## src/opafc_consts.vh

```
// constants for the output packet and averaging configuration block
// assumes one clock domain and an 8-bit register port with 8-bit data
`ifndef OPAFC_CONSTS_VH
`define OPAFC_CONSTS_VH

// ****************************************************************
// register addresses and reset values
// ****************************************************************
`define OPAFC_ADDR_W              8
`define OPAFC_DATA_W              8
`define OPAFC_ADDR_FRAME_FORMAT   8'h26
`define OPAFC_ADDR_AVG_CONTROL    8'h27
`define OPAFC_ADDR_GAIN_ENABLES   8'h28
`define OPAFC_RST_FRAME_FORMAT    8'h01
`define OPAFC_RST_AVG_CONTROL     8'h00
`define OPAFC_RST_GAIN_ENABLES    8'h0F
`define OPAFC_READ_UNMAPPED       8'h00

// ****************************************************************
// writable-bit masks, reserved bits clear
// ****************************************************************
`define OPAFC_MASK_FRAME_FORMAT   8'h07
`define OPAFC_MASK_AVG_CONTROL    8'h8F
`define OPAFC_MASK_GAIN_ENABLES   8'h0F

// ****************************************************************
// field positions
// ****************************************************************
`define OPAFC_FIXED_PAT_BIT       2
`define OPAFC_SIZE_MSB            1
`define OPAFC_SIZE_LSB            0
`define OPAFC_AVG_EN_BIT          7
`define OPAFC_AVG_SEL_MSB         3
`define OPAFC_AVG_SEL_LSB         0
`define OPAFC_GAIN_EN_MSB         3
`define OPAFC_GAIN_EN_LSB         0

// ****************************************************************
// packet size codes
// ****************************************************************
`define OPAFC_SIZE_16             2'h0
`define OPAFC_SIZE_24             2'h1
`define OPAFC_SIZE_RSV_A          2'h2
`define OPAFC_SIZE_RSV_B          2'h3

// ****************************************************************
// datapath widths
// ****************************************************************
`define OPAFC_CHANNELS            4
`define OPAFC_SAMPLE_W            16
`define OPAFC_WORD_W              24
`define OPAFC_PAT_W               32
`define OPAFC_ACC_W               33
`define OPAFC_FRAC_W              8
`define OPAFC_CNT_W               16
`define OPAFC_COUNT_W             17

`endif

```

## src/opafc_packet_mux.v

```verilog
// packet source select and size formatting for one packet stream
// assumes words arrive from the averaging stage on the same clock
`include "opafc_consts.vh"

module opafc_packet_mux (
  // clock and reset
  input  wire                          i_ref_clk,
  input  wire                          i_rst,
  // configuration
  input  wire                          i_fixed_pattern_output_enable,
  input  wire                          i_size_24,
  // per-channel pattern values, channel 0 in the low bits
  input  wire [4*`OPAFC_PAT_W-1:0]     i_per_channel_pattern_value,
  // conversion words in
  input  wire                          i_word_valid,
  input  wire [1:0]                    i_word_chan,
  input  wire [`OPAFC_WORD_W-1:0]      i_word,
  // packets out
  output reg                           o_packet_valid,
  output reg  [1:0]                    o_packet_chan,
  output reg  [`OPAFC_WORD_W-1:0]      o_packet_data
);

  // ****************************************************************
  // source and size select
  // ****************************************************************
  reg [`OPAFC_PAT_W-1:0]  pattern;
  reg [`OPAFC_WORD_W-1:0] source;
  reg [`OPAFC_WORD_W-1:0] next_packet_data;

  // pattern replaces the word whole, so the packet timing is unchanged
  always @* begin
    pattern = i_per_channel_pattern_value[i_word_chan*`OPAFC_PAT_W +:
                                          `OPAFC_PAT_W];
    if (i_fixed_pattern_output_enable) begin
      source = pattern[`OPAFC_PAT_W-1 -: `OPAFC_WORD_W]; // RULE1
    end else begin
      source = i_word;
    end
    // 16-bit packets keep the upper part, right aligned
    if (i_size_24) begin
      next_packet_data = source; // RULE2
    end else begin
      next_packet_data = {{(`OPAFC_WORD_W-`OPAFC_SAMPLE_W){1'b0}},
                          source[`OPAFC_WORD_W-1 -: `OPAFC_SAMPLE_W]};
    end
  end

  // ****************************************************************
  // output register
  // ****************************************************************
  // data outputs come from flops
  always @(posedge i_ref_clk or posedge i_rst) begin
    if (i_rst) begin
      o_packet_valid <= 1'b0;
      o_packet_chan  <= 2'h0;
      o_packet_data  <= {`OPAFC_WORD_W{1'b0}};
    end else begin
      o_packet_valid <= i_word_valid;
      if (i_word_valid) begin
        o_packet_chan <= i_word_chan;
        o_packet_data <= next_packet_data;
      end
    end
  end

endmodule

```

## src/opafc_config_regs.v

```verilog
// configuration registers for output packets, averaging and gain ranging
// with the averaging datapath and packet source select behind them
// assumes a register master on i_ref_clk and samples on the same clock
//
// Functional notes
// RULE1: fixed pattern enable replaces every packet with channel pattern upper bits
// RULE2: two-bit size field sets packet width; code 00 gives 16 bits
// RULE3: a 24-bit packet size exists and is the size field reset default
// RULE4: host never writes reserved size code 10
// RULE5: packet layout follows size, averaging mode and pattern enable
// RULE6: averaging enable 0 means plain mode, 1 averaging; resets to 0
// RULE7: host clears averaging enable before changing the count select; the host model clears it in the same write that loads the new select
// RULE8: with averaging on, each channel averages its own results
// RULE9: count select code n averages two to the n plus one results
// RULE10: four per-channel auto gain enables at bits 3..0, reset to 1
// RULE11: frame format register resets to 0x01
// RULE12: size code 01 means 24 bits; codes 10 and 11 are reserved
// RULE13: reserved bits read as zero and ignore writes
//
// Added by the designer: the plain strobed port.
`include "opafc_consts.vh"

module opafc_config_regs (
  // clock and reset
  input  wire                          i_ref_clk,
  input  wire                          i_rst,
  // register port
  input  wire [`OPAFC_ADDR_W-1:0]      i_reg_addr,
  input  wire [`OPAFC_DATA_W-1:0]      i_reg_wdata,
  input  wire                          i_reg_wr,
  input  wire                          i_reg_rd,
  output reg  [`OPAFC_DATA_W-1:0]      o_reg_rdata,
  // conversion samples in
  input  wire                          i_sample_valid,
  input  wire [1:0]                    i_sample_chan,
  input  wire [`OPAFC_SAMPLE_W-1:0]    i_sample_data,
  // per-channel pattern values, channel 0 in the low bits
  input  wire [4*`OPAFC_PAT_W-1:0]     i_per_channel_pattern_value,
  // packets out
  output wire                          o_packet_valid,
  output wire [1:0]                    o_packet_chan,
  output wire [`OPAFC_WORD_W-1:0]      o_packet_data,
  // decoded configuration
  output wire                          o_fixed_pattern_output_enable,
  output wire                          o_packet_size_24,
  output wire                          o_packet_size_reserved,
  output wire [2:0]                    o_packet_layout,
  output wire                          o_averaging_enable,
  output wire [3:0]                    o_averaging_count_select,
  output wire [`OPAFC_COUNT_W-1:0]     o_averaging_count,
  output wire [3:0]                    o_auto_gain_ranging
);

  // ****************************************************************
  // functions
  // ****************************************************************
  // last count index of an averaging run: two to the code plus one, less 1
  function [`OPAFC_CNT_W-1:0] last_index;
    input [3:0] code;
    reg   [`OPAFC_COUNT_W-1:0] full;
    begin
      // five-bit shift amount so code 15 gives 16, not a wrapped 0
      full       = {{(`OPAFC_COUNT_W-1){1'b0}}, 1'b1} << ({1'b0, code} + 5'h01);
      last_index = full[`OPAFC_CNT_W-1:0] - {{(`OPAFC_CNT_W-1){1'b0}}, 1'b1};
    end
  endfunction

  // average as a 24-bit word: 16 integer bits then 8 fraction bits
  function [`OPAFC_WORD_W-1:0] avg_word;
    input signed [`OPAFC_ACC_W-1:0] sum;
    input        [3:0]              code;
    reg   signed [`OPAFC_ACC_W+`OPAFC_FRAC_W-1:0] wide;
    begin
      wide     = {sum, {`OPAFC_FRAC_W{1'b0}}};
      wide     = wide >>> ({1'b0, code} + 5'h01);
      avg_word = wide[`OPAFC_WORD_W-1:0];
    end
  endfunction

  // sign extend a raw sample to accumulator width
  function signed [`OPAFC_ACC_W-1:0] widen;
    input [`OPAFC_SAMPLE_W-1:0] s;
    begin
      widen = {{(`OPAFC_ACC_W-`OPAFC_SAMPLE_W){s[`OPAFC_SAMPLE_W-1]}}, s};
    end
  endfunction

  // ****************************************************************
  // register storage
  // ****************************************************************
  reg [`OPAFC_DATA_W-1:0] output_frame_format;
  reg [`OPAFC_DATA_W-1:0] averaging_control;
  reg [`OPAFC_DATA_W-1:0] gain_ranging_enables;

  wire wr_frame = i_reg_wr && (i_reg_addr == `OPAFC_ADDR_FRAME_FORMAT);
  wire wr_avg   = i_reg_wr && (i_reg_addr == `OPAFC_ADDR_AVG_CONTROL);
  wire wr_gain  = i_reg_wr && (i_reg_addr == `OPAFC_ADDR_GAIN_ENABLES);

  // writes land the cycle after the strobe; reserved bits never store
  always @(posedge i_ref_clk or posedge i_rst) begin
    if (i_rst) begin
      output_frame_format  <= `OPAFC_RST_FRAME_FORMAT; // RULE11 RULE3
      averaging_control    <= `OPAFC_RST_AVG_CONTROL; // RULE6
      gain_ranging_enables <= `OPAFC_RST_GAIN_ENABLES; // RULE10
    end else begin
      if (wr_frame) begin
        output_frame_format <= i_reg_wdata & `OPAFC_MASK_FRAME_FORMAT; // RULE13
      end
      if (wr_avg) begin
        averaging_control <= i_reg_wdata & `OPAFC_MASK_AVG_CONTROL; // RULE13
      end
      if (wr_gain) begin
        gain_ranging_enables <= i_reg_wdata & `OPAFC_MASK_GAIN_ENABLES; // RULE13
      end
    end
  end

  // ****************************************************************
  // register read port
  // ****************************************************************
  reg [`OPAFC_DATA_W-1:0] next_rdata;

  // unmapped addresses read zero; stored values already hold reserved zeros
  always @* begin
    case (i_reg_addr)
      `OPAFC_ADDR_FRAME_FORMAT: next_rdata = output_frame_format;
      `OPAFC_ADDR_AVG_CONTROL:  next_rdata = averaging_control;
      `OPAFC_ADDR_GAIN_ENABLES: next_rdata = gain_ranging_enables;
      default:                  next_rdata = `OPAFC_READ_UNMAPPED;
    endcase
  end

  // read data stand only in the cycle after the read strobe
  always @(posedge i_ref_clk or posedge i_rst) begin
    if (i_rst) begin
      o_reg_rdata <= `OPAFC_READ_UNMAPPED;
    end else if (i_reg_rd) begin
      o_reg_rdata <= next_rdata; // RULE13
    end else begin
      o_reg_rdata <= `OPAFC_READ_UNMAPPED;
    end
  end

  // ****************************************************************
  // field decode
  // ****************************************************************
  wire [1:0] size_code = output_frame_format[`OPAFC_SIZE_MSB:
                                             `OPAFC_SIZE_LSB];
  wire       avg_on    = averaging_control[`OPAFC_AVG_EN_BIT];
  wire [3:0] avg_sel   = averaging_control[`OPAFC_AVG_SEL_MSB:
                                           `OPAFC_AVG_SEL_LSB];

  // reserved size codes fall back to 24 bits so the bus never goes idle;
  // the host is expected never to write code 10
  assign o_packet_size_24 = (size_code != `OPAFC_SIZE_16); // RULE12 RULE4
  assign o_packet_size_reserved = (size_code == `OPAFC_SIZE_RSV_A) ||
                                  (size_code == `OPAFC_SIZE_RSV_B); // RULE12

  assign o_fixed_pattern_output_enable =
    output_frame_format[`OPAFC_FIXED_PAT_BIT];
  assign o_averaging_enable       = avg_on; // RULE6
  assign o_averaging_count_select = avg_sel;
  // count is two to the code plus one, 2 up to 65536
  assign o_averaging_count = {{(`OPAFC_COUNT_W-1){1'b0}}, 1'b1}
                             << ({1'b0, avg_sel} + 5'h01); // RULE9
  assign o_auto_gain_ranging =
    gain_ranging_enables[`OPAFC_GAIN_EN_MSB:`OPAFC_GAIN_EN_LSB]; // RULE10

  // layout selector seen by the serialiser: pattern, averaging, size
  assign o_packet_layout = {o_fixed_pattern_output_enable, avg_on,
                            o_packet_size_24}; // RULE5

  // ****************************************************************
  // per-channel averaging
  // ****************************************************************
  reg signed [`OPAFC_ACC_W-1:0] acc [0:`OPAFC_CHANNELS-1];
  reg        [`OPAFC_CNT_W-1:0] cnt [0:`OPAFC_CHANNELS-1];

  // a run in flight is dropped whenever averaging is off or the count
  // select register is written, so a ratio change mid-run cannot mix
  // two ratios into one result
  wire avg_flush = !avg_on || wr_avg;

  wire signed [`OPAFC_ACC_W-1:0] sum_now =
    acc[i_sample_chan] + widen(i_sample_data);
  wire run_done = (cnt[i_sample_chan] == last_index(avg_sel)); // RULE9

  integer ch;

  // each channel keeps its own sum and count
  always @(posedge i_ref_clk or posedge i_rst) begin
    if (i_rst) begin
      for (ch = 0; ch < `OPAFC_CHANNELS; ch = ch + 1) begin
        acc[ch] <= {`OPAFC_ACC_W{1'b0}};
        cnt[ch] <= {`OPAFC_CNT_W{1'b0}};
      end
    end else if (avg_flush) begin
      for (ch = 0; ch < `OPAFC_CHANNELS; ch = ch + 1) begin
        acc[ch] <= {`OPAFC_ACC_W{1'b0}};
        cnt[ch] <= {`OPAFC_CNT_W{1'b0}};
      end
    end else if (i_sample_valid) begin
      if (run_done) begin
        acc[i_sample_chan] <= {`OPAFC_ACC_W{1'b0}};
        cnt[i_sample_chan] <= {`OPAFC_CNT_W{1'b0}};
      end else begin
        acc[i_sample_chan] <= sum_now; // RULE8
        cnt[i_sample_chan] <= cnt[i_sample_chan] +
                              {{(`OPAFC_CNT_W-1){1'b0}}, 1'b1};
      end
    end
  end

  // ****************************************************************
  // word stage
  // ****************************************************************
  reg                      word_valid;
  reg [1:0]                word_chan;
  reg [`OPAFC_WORD_W-1:0]  word;
  reg                      next_word_valid;
  reg [`OPAFC_WORD_W-1:0]  next_word;

  // plain mode passes each sample; averaging emits one word per run
  always @* begin
    next_word_valid = 1'b0;
    next_word       = {i_sample_data, {`OPAFC_FRAC_W{1'b0}}};
    if (i_sample_valid) begin
      if (!avg_on) begin
        next_word_valid = 1'b1; // RULE6
      end else if (!wr_avg && run_done) begin
        next_word_valid = 1'b1; // RULE8
        next_word       = avg_word(sum_now, avg_sel);
      end
    end
  end

  // one register stage keeps the adder off the packet path
  always @(posedge i_ref_clk or posedge i_rst) begin
    if (i_rst) begin
      word_valid <= 1'b0;
      word_chan  <= 2'h0;
      word       <= {`OPAFC_WORD_W{1'b0}};
    end else begin
      word_valid <= next_word_valid;
      if (next_word_valid) begin
        word_chan <= i_sample_chan;
        word      <= next_word;
      end
    end
  end

  // ****************************************************************
  // packet source and size
  // ****************************************************************
  // pattern and size take effect on the next word formatted
  opafc_packet_mux u_packet_mux (
    .i_ref_clk                     (i_ref_clk),
    .i_rst                         (i_rst),
    .i_fixed_pattern_output_enable (o_fixed_pattern_output_enable),
    .i_size_24                     (o_packet_size_24),
    .i_per_channel_pattern_value   (i_per_channel_pattern_value),
    .i_word_valid                  (word_valid),
    .i_word_chan                   (word_chan),
    .i_word                        (word),
    .o_packet_valid                (o_packet_valid),
    .o_packet_chan                 (o_packet_chan),
    .o_packet_data                 (o_packet_data)
  ); // RULE1 RULE2 RULE5

endmodule

```

## config.mk

```make
export PLATFORM = sky130hd
export DESIGN_NAME = opafc_config_regs
export DESIGN_NICKNAME = d
export VERILOG_FILES = /design/src/opafc_packet_mux.v /design/src/opafc_config_regs.v
export VERILOG_INCLUDE_DIRS = /design/src
export SDC_FILE = /design/constraint.sdc
export NUM_CORES = 1
export LEC_CHECK = 0
export ABC_AREA = 1
export ABC_CLOCK_PERIOD_IN_PS = 10400
export BUFFER_PORTS_ARGS = -buffer_cell sky130_fd_sc_hd__buf_2
export CELL_PAD_IN_SITES_DETAIL_PLACEMENT = 1
export CELL_PAD_IN_SITES_GLOBAL_PLACEMENT = 1
export CORE_AREA = 5 5 252 254
export DETAILED_ROUTE_END_ITERATION = 6
export DIE_AREA = 0 0 257 259
export HOLD_SLACK_MARGIN = 0.05
export MAX_ROUTING_LAYER = met4
export PLACE_DENSITY_LB_ADDON = 0.1
export RECOVER_POWER = 25
export SLEW_MARGIN = 20
export SYNTH_ARGS = -nofsm -noshare
export SYNTH_HDL_FRONTEND = slang
export SYNTH_SLANG_ARGS = --single-unit
```

## constraint.sdc

```tcl
create_clock -name i_ref_clk -period 10.4 [get_ports i_ref_clk]
set_input_delay 0.52 -clock i_ref_clk [delete_from_list [all_inputs] [get_ports i_ref_clk]]
set_output_delay 0.52 -clock i_ref_clk [all_outputs]
set_load 0.01 [all_outputs]
```

==> out/qor.log, run 1 <==
qor: cts.clk_root_buffer_cell sky130_fd_sc_hd__clkbuf_16
qor: synthesis.yosys.area_share.xor_xnor 0.914%
qor: synthesis.post_synth_inst_count 3380
qor: sta.finalMaxSlewViolations 254
qor: sta.worst-slew-pin-transition 3.98 ns
qor: power_and_ir_drop.design_power_total 2.87 mW
qor: status.status finished with violations
qor: synthesis.synth-edff-count 0
qor: cts.postCtsSetupBuffers 0
qor: grt.grt_first_pass_wirelength 144000 um
qor: grt.grt.busiest_layer met2
qor: synthesis.synth_largest_type_area_fraction 31.1%
qor: critical_path.worstSetupStartpointType flip-flop
qor: final_layout.final_cell_mix sky130_fd_sc_hd__nand2_1 (945), sky130_fd_sc_hd__nand3_1 (484), sky130_fd_sc_hd__o21ai_0 (390), sky130_fd_sc_hd__inv_1 (351), sky130_fd_sc_hd__dfrtp_1 (262)
qor: synthesis.netlist-cell-type-count 48
qor: route.drt_first_iter_violations 1645
qor: critical_path.crit_chain clkbuf_1, ha_1, nand2_1, nand3_1, ha_1, nand3_1, nor2_2, nand2_1, nor2_1, nand2_1, nand2_1, nand3_1, nor2_4, nand2_4, nand3_1, nand2_2, inv_2, buf_4, nand3_1, o21ai_1
qor: route.drt_pass1_iterations 7
qor: grt.met3_use_gr 3.56%
qor: grt.grt_pass1_vias 24.4k
qor: route.detail_route.drc_violations 0
qor: synthesis.mapped_area 21100 um^2
qor: synthesis.synth_seq_area_share 31.7%
qor: critical_path.criticalPathCategory reg -> reg
qor: synthesis.synthTopCellsByArea sky130_fd_sc_hd__dfrtp_1 (31%), sky130_fd_sc_hd__nand2_1 (17%), sky130_fd_sc_hd__nand3_1 (11%)
qor: critical_path.wp_data_required 10.87 ns
qor: final_layout.area_growth 11.5%
qor: final_layout.multi_input_comb_area 12100 um^2
qor: synthesis.synth_top_family_by_area simple AND/OR/NAND/NOR gates
qor: critical_path.most_used_cell_cp sky130_fd_sc_hd__nand3_1
qor: final_layout.final-seq-area 6690 um^2
qor: grt.grt_start_max_net_pins 102
qor: grt.grtUsageMet2 45.1%
qor: sta.finalSetupViolations 0
qor: cts.cts.clk_slew.worst_paths 0.06 ns
qor: synthesis.syn-mean-instance-area 6.24 um^2
qor: sta.timing.clock.skew 0.0257 ns
qor: power_and_ir_drop.power_leakage 11.7 nW
qor: floorplanning.design.die.area 66600 um^2
qor: cts.clock_latency 0.57 ns
qor: final_layout.final_net_count 3652
qor: synthesis.synth-warning-count 0
qor: placed_design.placed_instances 4197
qor: critical_path.worst-path-max-fanout 53
qor: sta.minimum_period_implied_by_the_final_worst_setup_slack 7.52 ns
qor: status.failed_checks capacitance limit, slew limit
qor: cts.cts_made_buffers 35
qor: sta.timing.final.hold_violations 0
qor: route.routed_wirelength 92200 um
qor: sta.final_critical_path_setup_slack 2.88 ns
qor: sta.slew_headroom -165%
qor: grt.grt-ovfl-total 0
qor: sta.fmaxAchievable 0.133 GHz
qor: critical_path.timing.critical_path.slowest_cell_delay 1.72 ns
qor: floorplanning.die_y 259 um
qor: synthesis.mux_cell_area_share_after_synthesis 0.101%
qor: critical_path.critPathArrivalTime 7.99 ns
qor: synthesis.ys_seq_elements 267
qor: floorplanning.num_rows 91
qor: synthesis.compound_cell_area_share_of_the_yosys_netlist 18.7%
qor: grt.antenna_violations_before_repair 0
qor: cts.clock-sinks 267
qor: power_and_ir_drop.worst_ir_drop_vdd 0.0000826 V
qor: cts.htree_num_levels 2
qor: floorplanning.die-width 257 um
qor: route.drt-vias-per-instance 5.56
qor: floorplanning.floorplan.core_area 61000 um^2
qor: synthesis.synthAdderAreaFrac 2.41%
qor: floorplanning.num_io_pins 234
qor: power_and_ir_drop.power_density 122 nW/um^2
qor: hold_path.worst_min_path_class in -> reg
qor: critical_path.crit_slowest_cell sky130_fd_sc_hd__clkbuf_1
qor: critical_path.critical_path.endpoint_type flip-flop
qor: grt.grt_use_total 27.6%
qor: sta.layout_worst_path_cycle_share 72.3%
qor: route.avgRoutedWirePerCell 21.6 um
qor: final_layout.insertedDiodeCount 0
qor: flow_run.cap_violations 4
qor: route.routed-via-count 23.7k
qor: synthesis.synth_ff_type sky130_fd_sc_hd__dfrtp_1
qor: final_layout.final_common_cell sky130_fd_sc_hd__nand2_1
qor: synthesis.synth_async_sr_flop_share 100%
qor: final_layout.layout-drive-gt1-share 8.61%
qor: sta.setup-tns-final 0 ns
qor: synthesis.synthDominantAreaCellType sky130_fd_sc_hd__dfrtp_1
qor: placed_design.finalWeightedCongestion 0.957
qor: cts.ctsLongestPathBuffers 3
qor: sta.grt_setup_unrepaired false
qor: synthesis.yosys.area_share.simple 35.0%
qor: final_layout.number_of_fill_cells 8074
qor: placed_design.pre_cts_ws 4.10 ns
qor: placed_design.dp.final_hpwl 66300 um
qor: grt.grt_use_met1 37.3%
qor: placed_design.buffer_ports.inserted 195
qor: route.number_of_routed_nets_with_antenna_violations 0
qor: final_layout.finalNonFillerCells 4261
qor: floorplanning.floorplan.initialDensity 34.5%
qor: cts.cts_tree yes
cell usage after synthesis, types with 2 or more instances:
cell,instances
sky130_fd_sc_hd__a21oi_1,122
sky130_fd_sc_hd__a221o_1,17
sky130_fd_sc_hd__a22o_1,2
sky130_fd_sc_hd__a22oi_1,5
sky130_fd_sc_hd__a31oi_1,4
sky130_fd_sc_hd__buf_1,25
sky130_fd_sc_hd__buf_2,39
sky130_fd_sc_hd__buf_4,26
sky130_fd_sc_hd__buf_6,5
sky130_fd_sc_hd__clkbuf_1,110
sky130_fd_sc_hd__dfrtp_1,262
sky130_fd_sc_hd__dfstp_2,5
sky130_fd_sc_hd__ha_1,39
sky130_fd_sc_hd__inv_1,355
sky130_fd_sc_hd__inv_2,13
sky130_fd_sc_hd__nand2_1,946
sky130_fd_sc_hd__nand2_2,10
sky130_fd_sc_hd__nand3_1,484
sky130_fd_sc_hd__nand3_2,2
sky130_fd_sc_hd__nand3b_1,5
sky130_fd_sc_hd__nand4_1,18
sky130_fd_sc_hd__nor2_1,249
sky130_fd_sc_hd__nor2_2,11
sky130_fd_sc_hd__nor2_4,3
sky130_fd_sc_hd__nor3_1,7
sky130_fd_sc_hd__nor3_2,2
sky130_fd_sc_hd__nor4_1,5
sky130_fd_sc_hd__o211ai_1,10
sky130_fd_sc_hd__o21ai_0,390
sky130_fd_sc_hd__o21ai_1,95
sky130_fd_sc_hd__o21bai_1,2
sky130_fd_sc_hd__o221ai_1,25
sky130_fd_sc_hd__o22ai_1,48
sky130_fd_sc_hd__or2_2,5
sky130_fd_sc_hd__xnor2_1,2
sky130_fd_sc_hd__xor2_1,20
final timing paths:
check / startpoint / endpoint / slack (ns) / cells past startpoint
min reg2reg: word_valid / u_packet_mux.o_packet_valid / 0.38 / 0
min in group asynchronous: i_rst / acc[110] / 1.39 / 3
min: i_reg_wdata[0] / gain_ranging_enables[0] / 0.20 / 3
max in group asynchronous: i_rst / u_packet_mux.o_packet_data[5] / 4.24 / 4
max: averaging_control[0] / acc[82] / 2.88 / 20
max reg2reg: averaging_control[0] / acc[82] / 2.88 / 20
worst max-delay path, delay by kind of cell, from the launching register on:
kind	cells	cell delay, ns
simple gates	14	3.10
buf+inv	3	3.03
compound gates	1	0.11
flops	1	0.32
fa+ha+maj	2	0.72
power by group:
part | switching [mW] | leakage [nW] | total (mW) | internal, mW
registers | 0.0215 | 3.63 | 1.09 | 1.07
logic | 0.388 | 7.47 | 0.525 | 0.137
clock network | 0.510 | 0.572 | 1.26 | 0.753
cell type report:
class | count | area share [%]
multi-input cells | 2541 | 51.4
flip-flops and latches | 267 | 28.5
inverters | 369 | 5.90
repair buffers | 231 | 5.04
clock buffers | 55 | 4.52
well taps | 790 | 4.21
clock inverters | 8 | 0.458
repair_timing:
action | CTS | global route
resized for setup | 0 | 0
hold buffers | 1 | 0
endpoints found under the hold margin | 56 | 0
state kept, by name (all words and copies together) (netlist names):
signal / count
acc: 132
averaging_control: 5
cnt: 64
gain_ranging_enables: 4
o_reg_rdata: 5
output_frame_format: 3
u_packet_mux.o_packet_chan: 2
u_packet_mux.o_packet_data: 24
u_packet_mux.o_packet_valid: 1
word: 24
word_chan: 2
word_valid: 1
per-stage QoR:
stage / cell area [um^2] / hold slack [ns] / util, %
final: 23500 / 0.202 / 38.5
after global routing: 23500 / 0.198 / 38.5
after CTS: 23600 / 0.168 / 38.6
after detailed placement: 22400 / 0.378 / 36.7
after global placement: 22400 / 0.368 / 36.7
after floorplan: 21100 / 0.354 / -
kinds of logic (layout without fill, tap and decap cells):
| family | Yosys count | count (layout) |
|---|---|---|
| XOR/XNOR | 22 | 22 |
| buffers and inverters | 574 | 663 |
| other | 1 | 3 |
| adder cells (fa/ha/maj) | 40 | 40 |
| AND/OR/NAND/NOR | 1749 | 1749 |
| multiplexers | 2 | 2 |
| AO/OA/AOI/OAI | 725 | 725 |
| flip-flops | 267 | 267 |
layer usage:
metal  wire (um)  up-vias
met3        4360      100
met2       43200      537
met5           0        -
li1            -    11258
met4        1680        0
met1       43000    11813
No activity file was read; power rests on OpenSTA's default activity.
==> run 2: changes to the inputs <==
ABC_CLOCK_PERIOD_IN_PS = 7200   (was 10400)
clock period = 7.2 ns   (was 10.4 ns; I/O delays follow)
==> run 2 against run 1 <==
  * The flow still finishes with violations (capacitance limit, slew limit)
  * Clock power is 44% higher
  * Power is 45% higher
  * Worst setup slack worse by 1.2 ns
  * Global-route usage is 1.8 points higher
  * Via count is 2.2% higher
  * Combinational power is 48% higher
  * Worst hold slack worse by 0.13 ns
  * Die area stayed put
  * Cell count is 0.16% higher
  * Non-clock buffer count is 4 higher
  * Critical path type is now in -> reg
==> out/qor.log, run 2 (synthesis gave the netlist of run 1 again) <==
qor: status.status finished with violations
qor: status.failed_checks capacitance limit, slew limit
qor: grt.grt_start_max_net_pins 153 [+50%]
qor: critical_path.worstSetupStartpointType primary input
qor: final_layout.number_of_fill_cells 8115 [+0.51%]
qor: final_layout.final_net_count 3657 [+0.14%]
qor: floorplanning.die_y 259 um [unchanged]
qor: placed_design.pre_cts_ws 1.26 ns [-2.84 ns]
qor: critical_path.critical_path.n_buffers_inverters 5 [+2]
qor: route.drt_pass1_iterations 6 [-1]
qor: critical_path.critical_path.endpoint_type flip-flop
qor: critical_path.worst-path-max-fanout 70 [+32%]
qor: route.drt_first_iter_violations 1838 [+12%]
qor: sta.setup-tns-final 0 ns [unchanged]
qor: floorplanning.design.die.area 66600 um^2 [unchanged]
qor: final_layout.multi_input_comb_area 12100 um^2 [about the same]
qor: grt.grt-ovfl-total 0 [unchanged]
qor: cts.clk_root_buffer_cell sky130_fd_sc_hd__clkbuf_16
qor: flow_run.cap_violations 3 [-1]
qor: final_layout.final-seq-area 6690 um^2 [unchanged]
qor: placed_design.dp.final_hpwl 70400 um [+6.2%]
qor: hold_path.worst_min_path_class in -> reg
qor: power_and_ir_drop.internal_power 2.82 mW [+44%]
qor: power_and_ir_drop.total_net_switching_power 1.35 mW [+47%]
qor: power_and_ir_drop.power_leakage 11.7 nW [+0.34%]
qor: sta.slew_headroom -107% [+58 points]
qor: power_and_ir_drop.swShare 32.3% [+0.36 points]
qor: floorplanning.floorplan.initialDensity 34.5% [unchanged]
qor: floorplanning.die-width 257 um [unchanged]
qor: power_and_ir_drop.worst_ir_drop_vdd 0.000153 V [+85%]
qor: sta.final_critical_path_setup_slack 1.69 ns [-1.19 ns]
qor: sta.minimum_period_implied_by_the_final_worst_setup_slack 5.51 ns
qor: floorplanning.num_rows 91 [unchanged]
qor: floorplanning.floorplan.core_area 61000 um^2 [unchanged]
qor: final_layout.layout-drive-gt1-share 8.65% [+0.040 points]
qor: grt.antenna_violations_before_repair 0 [unchanged]
qor: grt.grt_first_pass_wirelength 151000 um [+5.1%]
qor: placed_design.finalWeightedCongestion 0.959 [+0.19%]
qor: final_layout.flip_flop_count_of_the_largest_register_after_layout 132 [unchanged]
qor: critical_path.timing.critical_path.max_delay_family simple AND/OR/NAND/NOR gates
qor: cts.cts_made_buffers 36 [+2.9%]
qor: placed_design.postPlaceCellArea 22400 um^2 [+0.15%]
qor: final_layout.insertedDiodeCount 0 [unchanged]
qor: final_layout.layout.core_utilization 38.6% [+0.14 points]
qor: sta.timing.clock.skew 0.0207 ns [-0.00496 ns]
qor: route.drt-vias-per-instance 5.68 [+2.0%]
qor: power_and_ir_drop.sequentialPowerShare 37.7% [about the same]
qor: cts.htree_num_levels 2 [unchanged]
qor: floorplanning.num_io_pins 234 [unchanged]
qor: sta.fmaxAchievable 0.182 GHz
qor: route.routed-via-count 24.2k [+2.2%]
qor: final_layout.area_growth 11.9%
qor: critical_path.most_used_cell_cp sky130_fd_sc_hd__nand2_1
qor: final_layout.stdcell_area 23600 um^2 [+0.36%]
qor: sta.layout_worst_path_cycle_share 76.5%
qor: grt.grt_pass1_vias 24.9k [+1.9%]
qor: critical_path.timing.critical_path.slowest_cell_delay 0.84 ns [-0.88 ns]
qor: critical_path.criticalPathCategory in -> reg
qor: sta.worst-slew-pin-transition 3.11 ns [-0.873 ns]
qor: placed_design.buffer_ports.inserted 195 [unchanged]
qor: sta.finalSetupViolations 0 [unchanged]
qor: critical_path.crit_slowest_cell sky130_fd_sc_hd__inv_2
qor: route.routed_wirelength 98600 um [+6.9%]
qor: route.avgRoutedWirePerCell 23.1 um [+6.7%]
qor: cts.cts_tree yes
qor: cts.postCtsSetupBuffers 0 [unchanged]
qor: power_and_ir_drop.comb_power_share 18.7% [+0.4 points]
qor: power_and_ir_drop.power_density 177 nW/um^2 [+45%]
qor: final_layout.reg_top3 acc (132), cnt (64)
qor: grt.grt_use_total 29.5% [+1.8 points]
qor: cts.clock_latency 0.57 ns [about the same]
qor: final_layout.final_common_cell sky130_fd_sc_hd__nand2_1
qor: route.detail_route.drc_violations 0 [unchanged]
qor: sta.grt_setup_unrepaired false
qor: power_and_ir_drop.clkPwrFrac 43.7% [-0.2 points]
qor: route.number_of_routed_nets_with_antenna_violations 0 [unchanged]
qor: critical_path.crit_chain buf_2, nand2_2, inv_2, nand2_1, nand2_1, inv_1, nand2_1, nand2_1, nand3_1, nand2_1, nor2_1, nand2_1, nor2_1, nand3_1, nor2_4, nand2_4, nand3_1, nand2_2, inv_2, buf_4, nand3_1, o21ai_1
qor: cts.ctsLongestPathBuffers 3 [unchanged]
qor: critical_path.wp_data_required 7.68 ns [-3.19 ns]
qor: final_layout.registers.top_by_ff_count acc
qor: final_layout.final_cell_mix sky130_fd_sc_hd__nand2_1 (945), sky130_fd_sc_hd__nand3_1 (484), sky130_fd_sc_hd__o21ai_0 (390), sky130_fd_sc_hd__inv_1 (351), sky130_fd_sc_hd__dfrtp_1 (262)
qor: sta.timing.final.hold_violations 0 [unchanged]
qor: sta.finalMaxSlewViolations 132 [-48%]
qor: cts.cts.clk_slew.worst_paths 0.06 ns [about the same]
qor: cts.clock-sinks 267 [unchanged]
qor: critical_path.critPathArrivalTime 5.98 ns [-2.01 ns]
[run 2: cell count changes in the layout (fill, tap and decap cells not counted), moves of 2 or more]
cell | before | now
sky130_fd_sc_hd__buf_2 | 153 | 151
sky130_fd_sc_hd__clkbuf_1 | 55 | 57
sky130_fd_sc_hd__bufinv_16 | 2 | 0
sky130_fd_sc_hd__dlygate4sd3_1 | 1 | 3
sky130_fd_sc_hd__clkbuf_8 | 9 | 13
[run 2: worst reg2reg max path, cell delays in order (launching register included)]
cell and delay [ns]:
sky130_fd_sc_hd__dfrtp_1 0.57, sky130_fd_sc_hd__nand3_1 0.16, sky130_fd_sc_hd__nand2_1 0.10, sky130_fd_sc_hd__nand2_2 0.46
sky130_fd_sc_hd__nand2_1 0.47, sky130_fd_sc_hd__nand2_1 0.09, sky130_fd_sc_hd__nor2_1 0.19, sky130_fd_sc_hd__nand4_1 0.20
sky130_fd_sc_hd__nand3_1 0.14, sky130_fd_sc_hd__nand3_1 0.14, sky130_fd_sc_hd__nor2_4 0.27, sky130_fd_sc_hd__nand2_4 0.46
sky130_fd_sc_hd__nand3_1 0.27, sky130_fd_sc_hd__nand2_2 0.31, sky130_fd_sc_hd__inv_2 0.40, sky130_fd_sc_hd__buf_4 0.75
sky130_fd_sc_hd__nand3_1 0.26, sky130_fd_sc_hd__o21ai_1 0.13
[run 2: layout make-up]
class	instances	area share, %
multi-input cells	2541	51.2
flip-flops and latches	267	28.4
inverters	369	5.89
repair buffers	235	5.30
clock buffers	60	4.84
well taps	790	4.19
clock inverters	6	0.170
[run 2: worst paths after layout]
| check | startpoint | to | slack, ns | cells past startpoint |
|---|---|---|---|---|
| max | i_sample_chan[0] | acc[114] | 1.69 | 22 |
| max in group asynchronous | i_rst | cnt[10] | 2.07 | 6 |
| min in group asynchronous | i_rst | acc[44] | 1.56 | 4 |
| max reg2reg | averaging_control[2] | acc[114] | 1.77 | 17 |
| min | i_reg_wdata[2] | gain_ranging_enables[2] | 0.08 | 3 |
| min reg2reg | word_valid | u_packet_mux.o_packet_valid | 0.38 | 0 |
[run 2: repair_timing]
item	4_1_cts	5_1_grt
gates resized for setup	0	0
hold buffers	3	0
endpoints found under the hold margin	10	0
[run 2: per-stage QoR]
stage / std cells / total power [mW] / hold WS (ns)
2_1_floorplan: 3382 / 2.07 / 0.354
3_3_place_gp: 4198 / 2.36 / 0.364
3_5_place_dp: 4198 / 2.37 / 0.369
4_1_cts: 4267 / 4.21 / 0.0582
5_1_grt: 4268 / 4.35 / 0.0799
6_report: 4268 / 4.17 / 0.0754
[run 2: power by group through the flow]
stage | Combinational [mW] | Clock [mW] | Sequential (mW)
2_1_floorplan | 0.480 | 0 | 1.59
3_3_place_gp | 0.765 | 0 | 1.59
3_5_place_dp | 0.777 | 0 | 1.60
4_1_cts | 0.782 | 1.85 | 1.57
5_1_grt | 0.857 | 1.92 | 1.57
6_report | 0.779 | 1.82 | 1.57
[run 2: per-layer routing]
metal / GRT usage [%] / routed length [um] / vias to the layer above
li1: - / - / 11278
met1: 40.5 / 46200 / 12234
met2: 48.2 / 46400 / 599
met3: 2.75 / 4360 / 114
met4: 5.40 / 1610 / 0
met5: - / 0 / -
==> run 3: changes to the inputs <==
ABC_CLOCK_PERIOD_IN_PS = 5100   (was 7200)
clock period = 5.1 ns   (was 7.2 ns; I/O delays follow)
==> run 3 against run 2 <==
  * Core utilization is 0.84 points higher
  * Register-to-register slack worse by 1.2 ns
  * Largest cell class unchanged
  * Critical endpoint is now acc[95]
  * The flow still finishes with violations (capacitance limit, slew limit)
  * Count of clock-buffer cells in the layout is 6 lower
  * Worst setup slack worse by 1.1 ns
  * Highest routed layer unchanged
  * Power is 43% higher
  * First-iteration DRC count is 2.2% higher
==> out/qor.log, run 3 (synthesis gave the netlist of run 1 again) <==
qor: sta.setup-tns-final 0 ns [unchanged]
qor: floorplanning.floorplan.core_area 61000 um^2 [unchanged]
qor: cts.clk_root_buffer_cell sky130_fd_sc_hd__clkbuf_16
qor: critical_path.criticalPathCategory reg -> reg
qor: cts.htree_num_levels 2 [unchanged]
qor: final_layout.layout-drive-gt1-share 9.67% [+1.0 points]
qor: route.met3_wirelength 4880 um [+12%]
qor: sta.fmaxAchievable 0.220 GHz
qor: sta.minimum_period_implied_by_the_final_worst_setup_slack 4.54 ns
qor: route.number_of_routed_nets_with_antenna_violations 0 [unchanged]
qor: cts.clock-sinks 267 [unchanged]
qor: cts.ctsLongestPathBuffers 3 [unchanged]
qor: final_layout.flip_flop_count_of_the_largest_register_after_layout 132 [unchanged]
qor: sta.finalSetupViolations 0 [unchanged]
qor: route.maxUsedRoutingLayer met4
qor: cts.postCtsSetupBuffers 0 [unchanged]
qor: critical_path.wp_data_required 5.56 ns [-2.12 ns]
qor: critical_path.critPathArrivalTime 5.00 ns [-0.98 ns]
qor: route.drt-vias-per-instance 5.59 [-1.4%]
qor: hold_path.worst_hold_path.num_cells 5 [+2]
qor: grt.grt-ovfl-total 0 [unchanged]
qor: placed_design.dp.final_hpwl 69700 um [-0.99%]
qor: sta.timing.final.hold_violations 0 [unchanged]
qor: final_layout.stdcell_area 24100 um^2 [+2.2%]
qor: placed_design.postPlaceCellArea 22900 um^2 [+2.0%]
qor: sta.grt_setup_unrepaired false
qor: final_layout.reg_top3 acc (132), cnt (64)
qor: hold_path.worst_min_path_class in -> reg
qor: placed_design.finalWeightedCongestion 0.939 [-2.1%]
qor: cts.cts_made_buffers 36 [unchanged]
qor: route.detail_route.drc_violations 0 [unchanged]
qor: critical_path.reg2reg_from averaging_control[0]
qor: power_and_ir_drop.design_power_total 5.97 mW [+43%]
qor: final_layout.number_of_fill_cells 8100 [-0.18%]
qor: cts.clock_latency 0.56 ns [about the same]
qor: flow_run.cap_violations 3 [unchanged]
qor: floorplanning.die-width 257 um [unchanged]
qor: route.drt_first_iter_violations 1879 [+2.2%]
qor: final_layout.final_common_cell sky130_fd_sc_hd__nand2_1
qor: floorplanning.floorplan.initialDensity 34.5% [unchanged]
qor: grt.grt_use_total 28.5% [-0.97 points]
qor: final_layout.area_growth 14.3%
qor: hold_path.min_from i_sample_data[8]
qor: grt.grt_first_pass_wirelength 146000 um [-3.2%]
qor: sta.layout_worst_path_cycle_share 88.9%
qor: placed_design.buffer_ports.inserted 195 [unchanged]
qor: grt.grt_start_max_net_pins 158 [+3.3%]
qor: grt.antenna_violations_before_repair 2 [+2]
qor: cts.cts.repair.resized 0 [unchanged]
qor: power_and_ir_drop.worst_ir_drop_vdd 0.000224 V [+47%]
qor: status.status finished with violations
qor: route.drt_pass1_iterations 5 [-1]
qor: hold_path.min_to word[16]
qor: route.routed_wirelength 96400 um [-2.2%]
qor: final_layout.registers.top_by_ff_count acc
qor: critical_path.critical_path.endpoint_type flip-flop
qor: route.dr_wl_met2 44800 um [-3.4%]
qor: final_layout.final_net_count 3709 [+1.4%]
qor: sta.finalMaxSlewViolations 150 [+14%]
qor: route.route.layer.met1.wl 44800 um [-3.1%]
qor: sta.timing.clock.skew 0.0275 ns [+0.00682 ns]
qor: grt.grt_pass1_vias 24.5k [-1.8%]
qor: floorplanning.die_y 259 um [unchanged]
qor: route.avgRoutedWirePerCell 22.3 um [-3.3%]
qor: sta.worst-slew-pin-transition 2.28 ns [-0.830 ns]
qor: floorplanning.num_io_pins 234 [unchanged]
qor: final_layout.final_cell_mix sky130_fd_sc_hd__nand2_1 (946), sky130_fd_sc_hd__nand3_1 (484), sky130_fd_sc_hd__o21ai_0 (390), sky130_fd_sc_hd__inv_1 (354), sky130_fd_sc_hd__dfrtp_1 (262)
qor: cts.cts_tree yes
qor: status.failed_checks capacitance limit, slew limit
qor: sta.slew_headroom -51.8% [+55 points]
qor: floorplanning.design.die.area 66600 um^2 [unchanged]
qor: critical_path.crit-reg2reg-capture acc[95]
qor: critical_path.rr_worst_depth 23 [+6]
qor: route.routed-via-count 24.1k [-0.31%]
qor: power_and_ir_drop.power_leakage 12.0 nW [+2.3%]
qor: floorplanning.num_rows 91 [unchanged]
qor: cts.cts.clk_slew.worst_paths 0.06 ns [about the same]
qor: power_and_ir_drop.power_density 248 nW/um^2 [+40%]
qor: critical_path.worst-path-max-fanout 60 [-14%]
qor: critical_path.r2r_slack 0.56 ns [-1.21 ns]
qor: critical_path.worstSetupStartpointType flip-flop
-- run 3: cell types whose count changed in the layout (fill, tap and decap cells not counted), sizes merged --
cell and change:
inv -1, diode +1, clkbuf -4, clkinv -1
clkinvlp +2, buf +44, dlygate4sd3 +6, bufinv +2
-- run 3: how the worst max path moves through the flow --
stage / start / to / slack, ns / depth (start not counted)
after floorplan: i_rst / acc[0] / 1.32 / 1
after global placement: i_sample_chan[0] / word[20] / 0.48 / 22
after detailed placement: i_sample_chan[1] / word[22] / 0.44 / 24
after CTS: averaging_control[0] / acc[95] / 0.55 / 23
after global routing: averaging_control[1] / acc[77] / 0.19 / 23
final: averaging_control[0] / acc[95] / 0.56 / 23
-- run 3: what timing repair did --
action | 4_1_cts | 5_1_grt
hold buffers | 9 | 0
setup endpoints to repair | 0 | 0
endpoints found under the hold margin | 56 | 0
-- run 3: per-layer routing --
layer | vias up | GRT usage (%)
met5 | - | -
met4 | 0 | 6.23
met3 | 120 | 3.08
met2 | 618 | 45.9
met1 | 12040 | 39.2
li1 | 11371 | -
-- run 3: area by class of cell --
class	count	area [um^2]	share of cell area [%]
antenna	1	2.50	0.0104
clock buffer	54	1090	4.53
multi-input combinational	2541	12100	50.1
tap	790	988	4.10
sequential	267	6690	27.8
inverter	369	1390	5.75
timing repair buffer	287	1750	7.25
clock inverter	8	113	0.467
-- run 3: power by group --
part | switching [mW] | internal [mW]
sequential | 0.0453 | 2.17
combinational | 0.813 | 0.309
clock | 1.04 | 1.58
-- run 3: per-stage QoR --
step                      utilization [%]  instances  setup slack (ns)  hold slack (ns)
final                                39.5       4317             0.565            0.103
after global routing                 39.5       4317             0.185            0.122
after CTS                            39.6       4315             0.551           0.0776
after detailed placement             37.5       4244             0.444            0.360
after global placement               37.5       4244             0.480            0.364
after floorplan                         -       3382              1.32            0.354
-- run 3: critical path, stage by stage, from the launching register on --
cell and delay, ns:
sky130_fd_sc_hd__dfrtp_1 0.54, sky130_fd_sc_hd__ha_1 0.30, sky130_fd_sc_hd__inv_1 0.08, sky130_fd_sc_hd__nand2_1 0.06, sky130_fd_sc_hd__nand2_1 0.17, sky130_fd_sc_hd__nor2_2 0.17
sky130_fd_sc_hd__nand3_1 0.15, sky130_fd_sc_hd__ha_1 0.38, sky130_fd_sc_hd__nand3_1 0.10, sky130_fd_sc_hd__nand2_1 0.06, sky130_fd_sc_hd__nor2_1 0.10, sky130_fd_sc_hd__nand2_1 0.06
sky130_fd_sc_hd__nor2_1 0.08, sky130_fd_sc_hd__nand2_1 0.06, sky130_fd_sc_hd__nor2_1 0.08, sky130_fd_sc_hd__nand3_1 0.11, sky130_fd_sc_hd__nor2_4 0.20, sky130_fd_sc_hd__nand2_4 0.26
sky130_fd_sc_hd__nand3_1 0.17, sky130_fd_sc_hd__nand2_2 0.27, sky130_fd_sc_hd__inv_2 0.13, sky130_fd_sc_hd__buf_4 0.57, sky130_fd_sc_hd__nand3_1 0.17, sky130_fd_sc_hd__o21ai_1 0.13
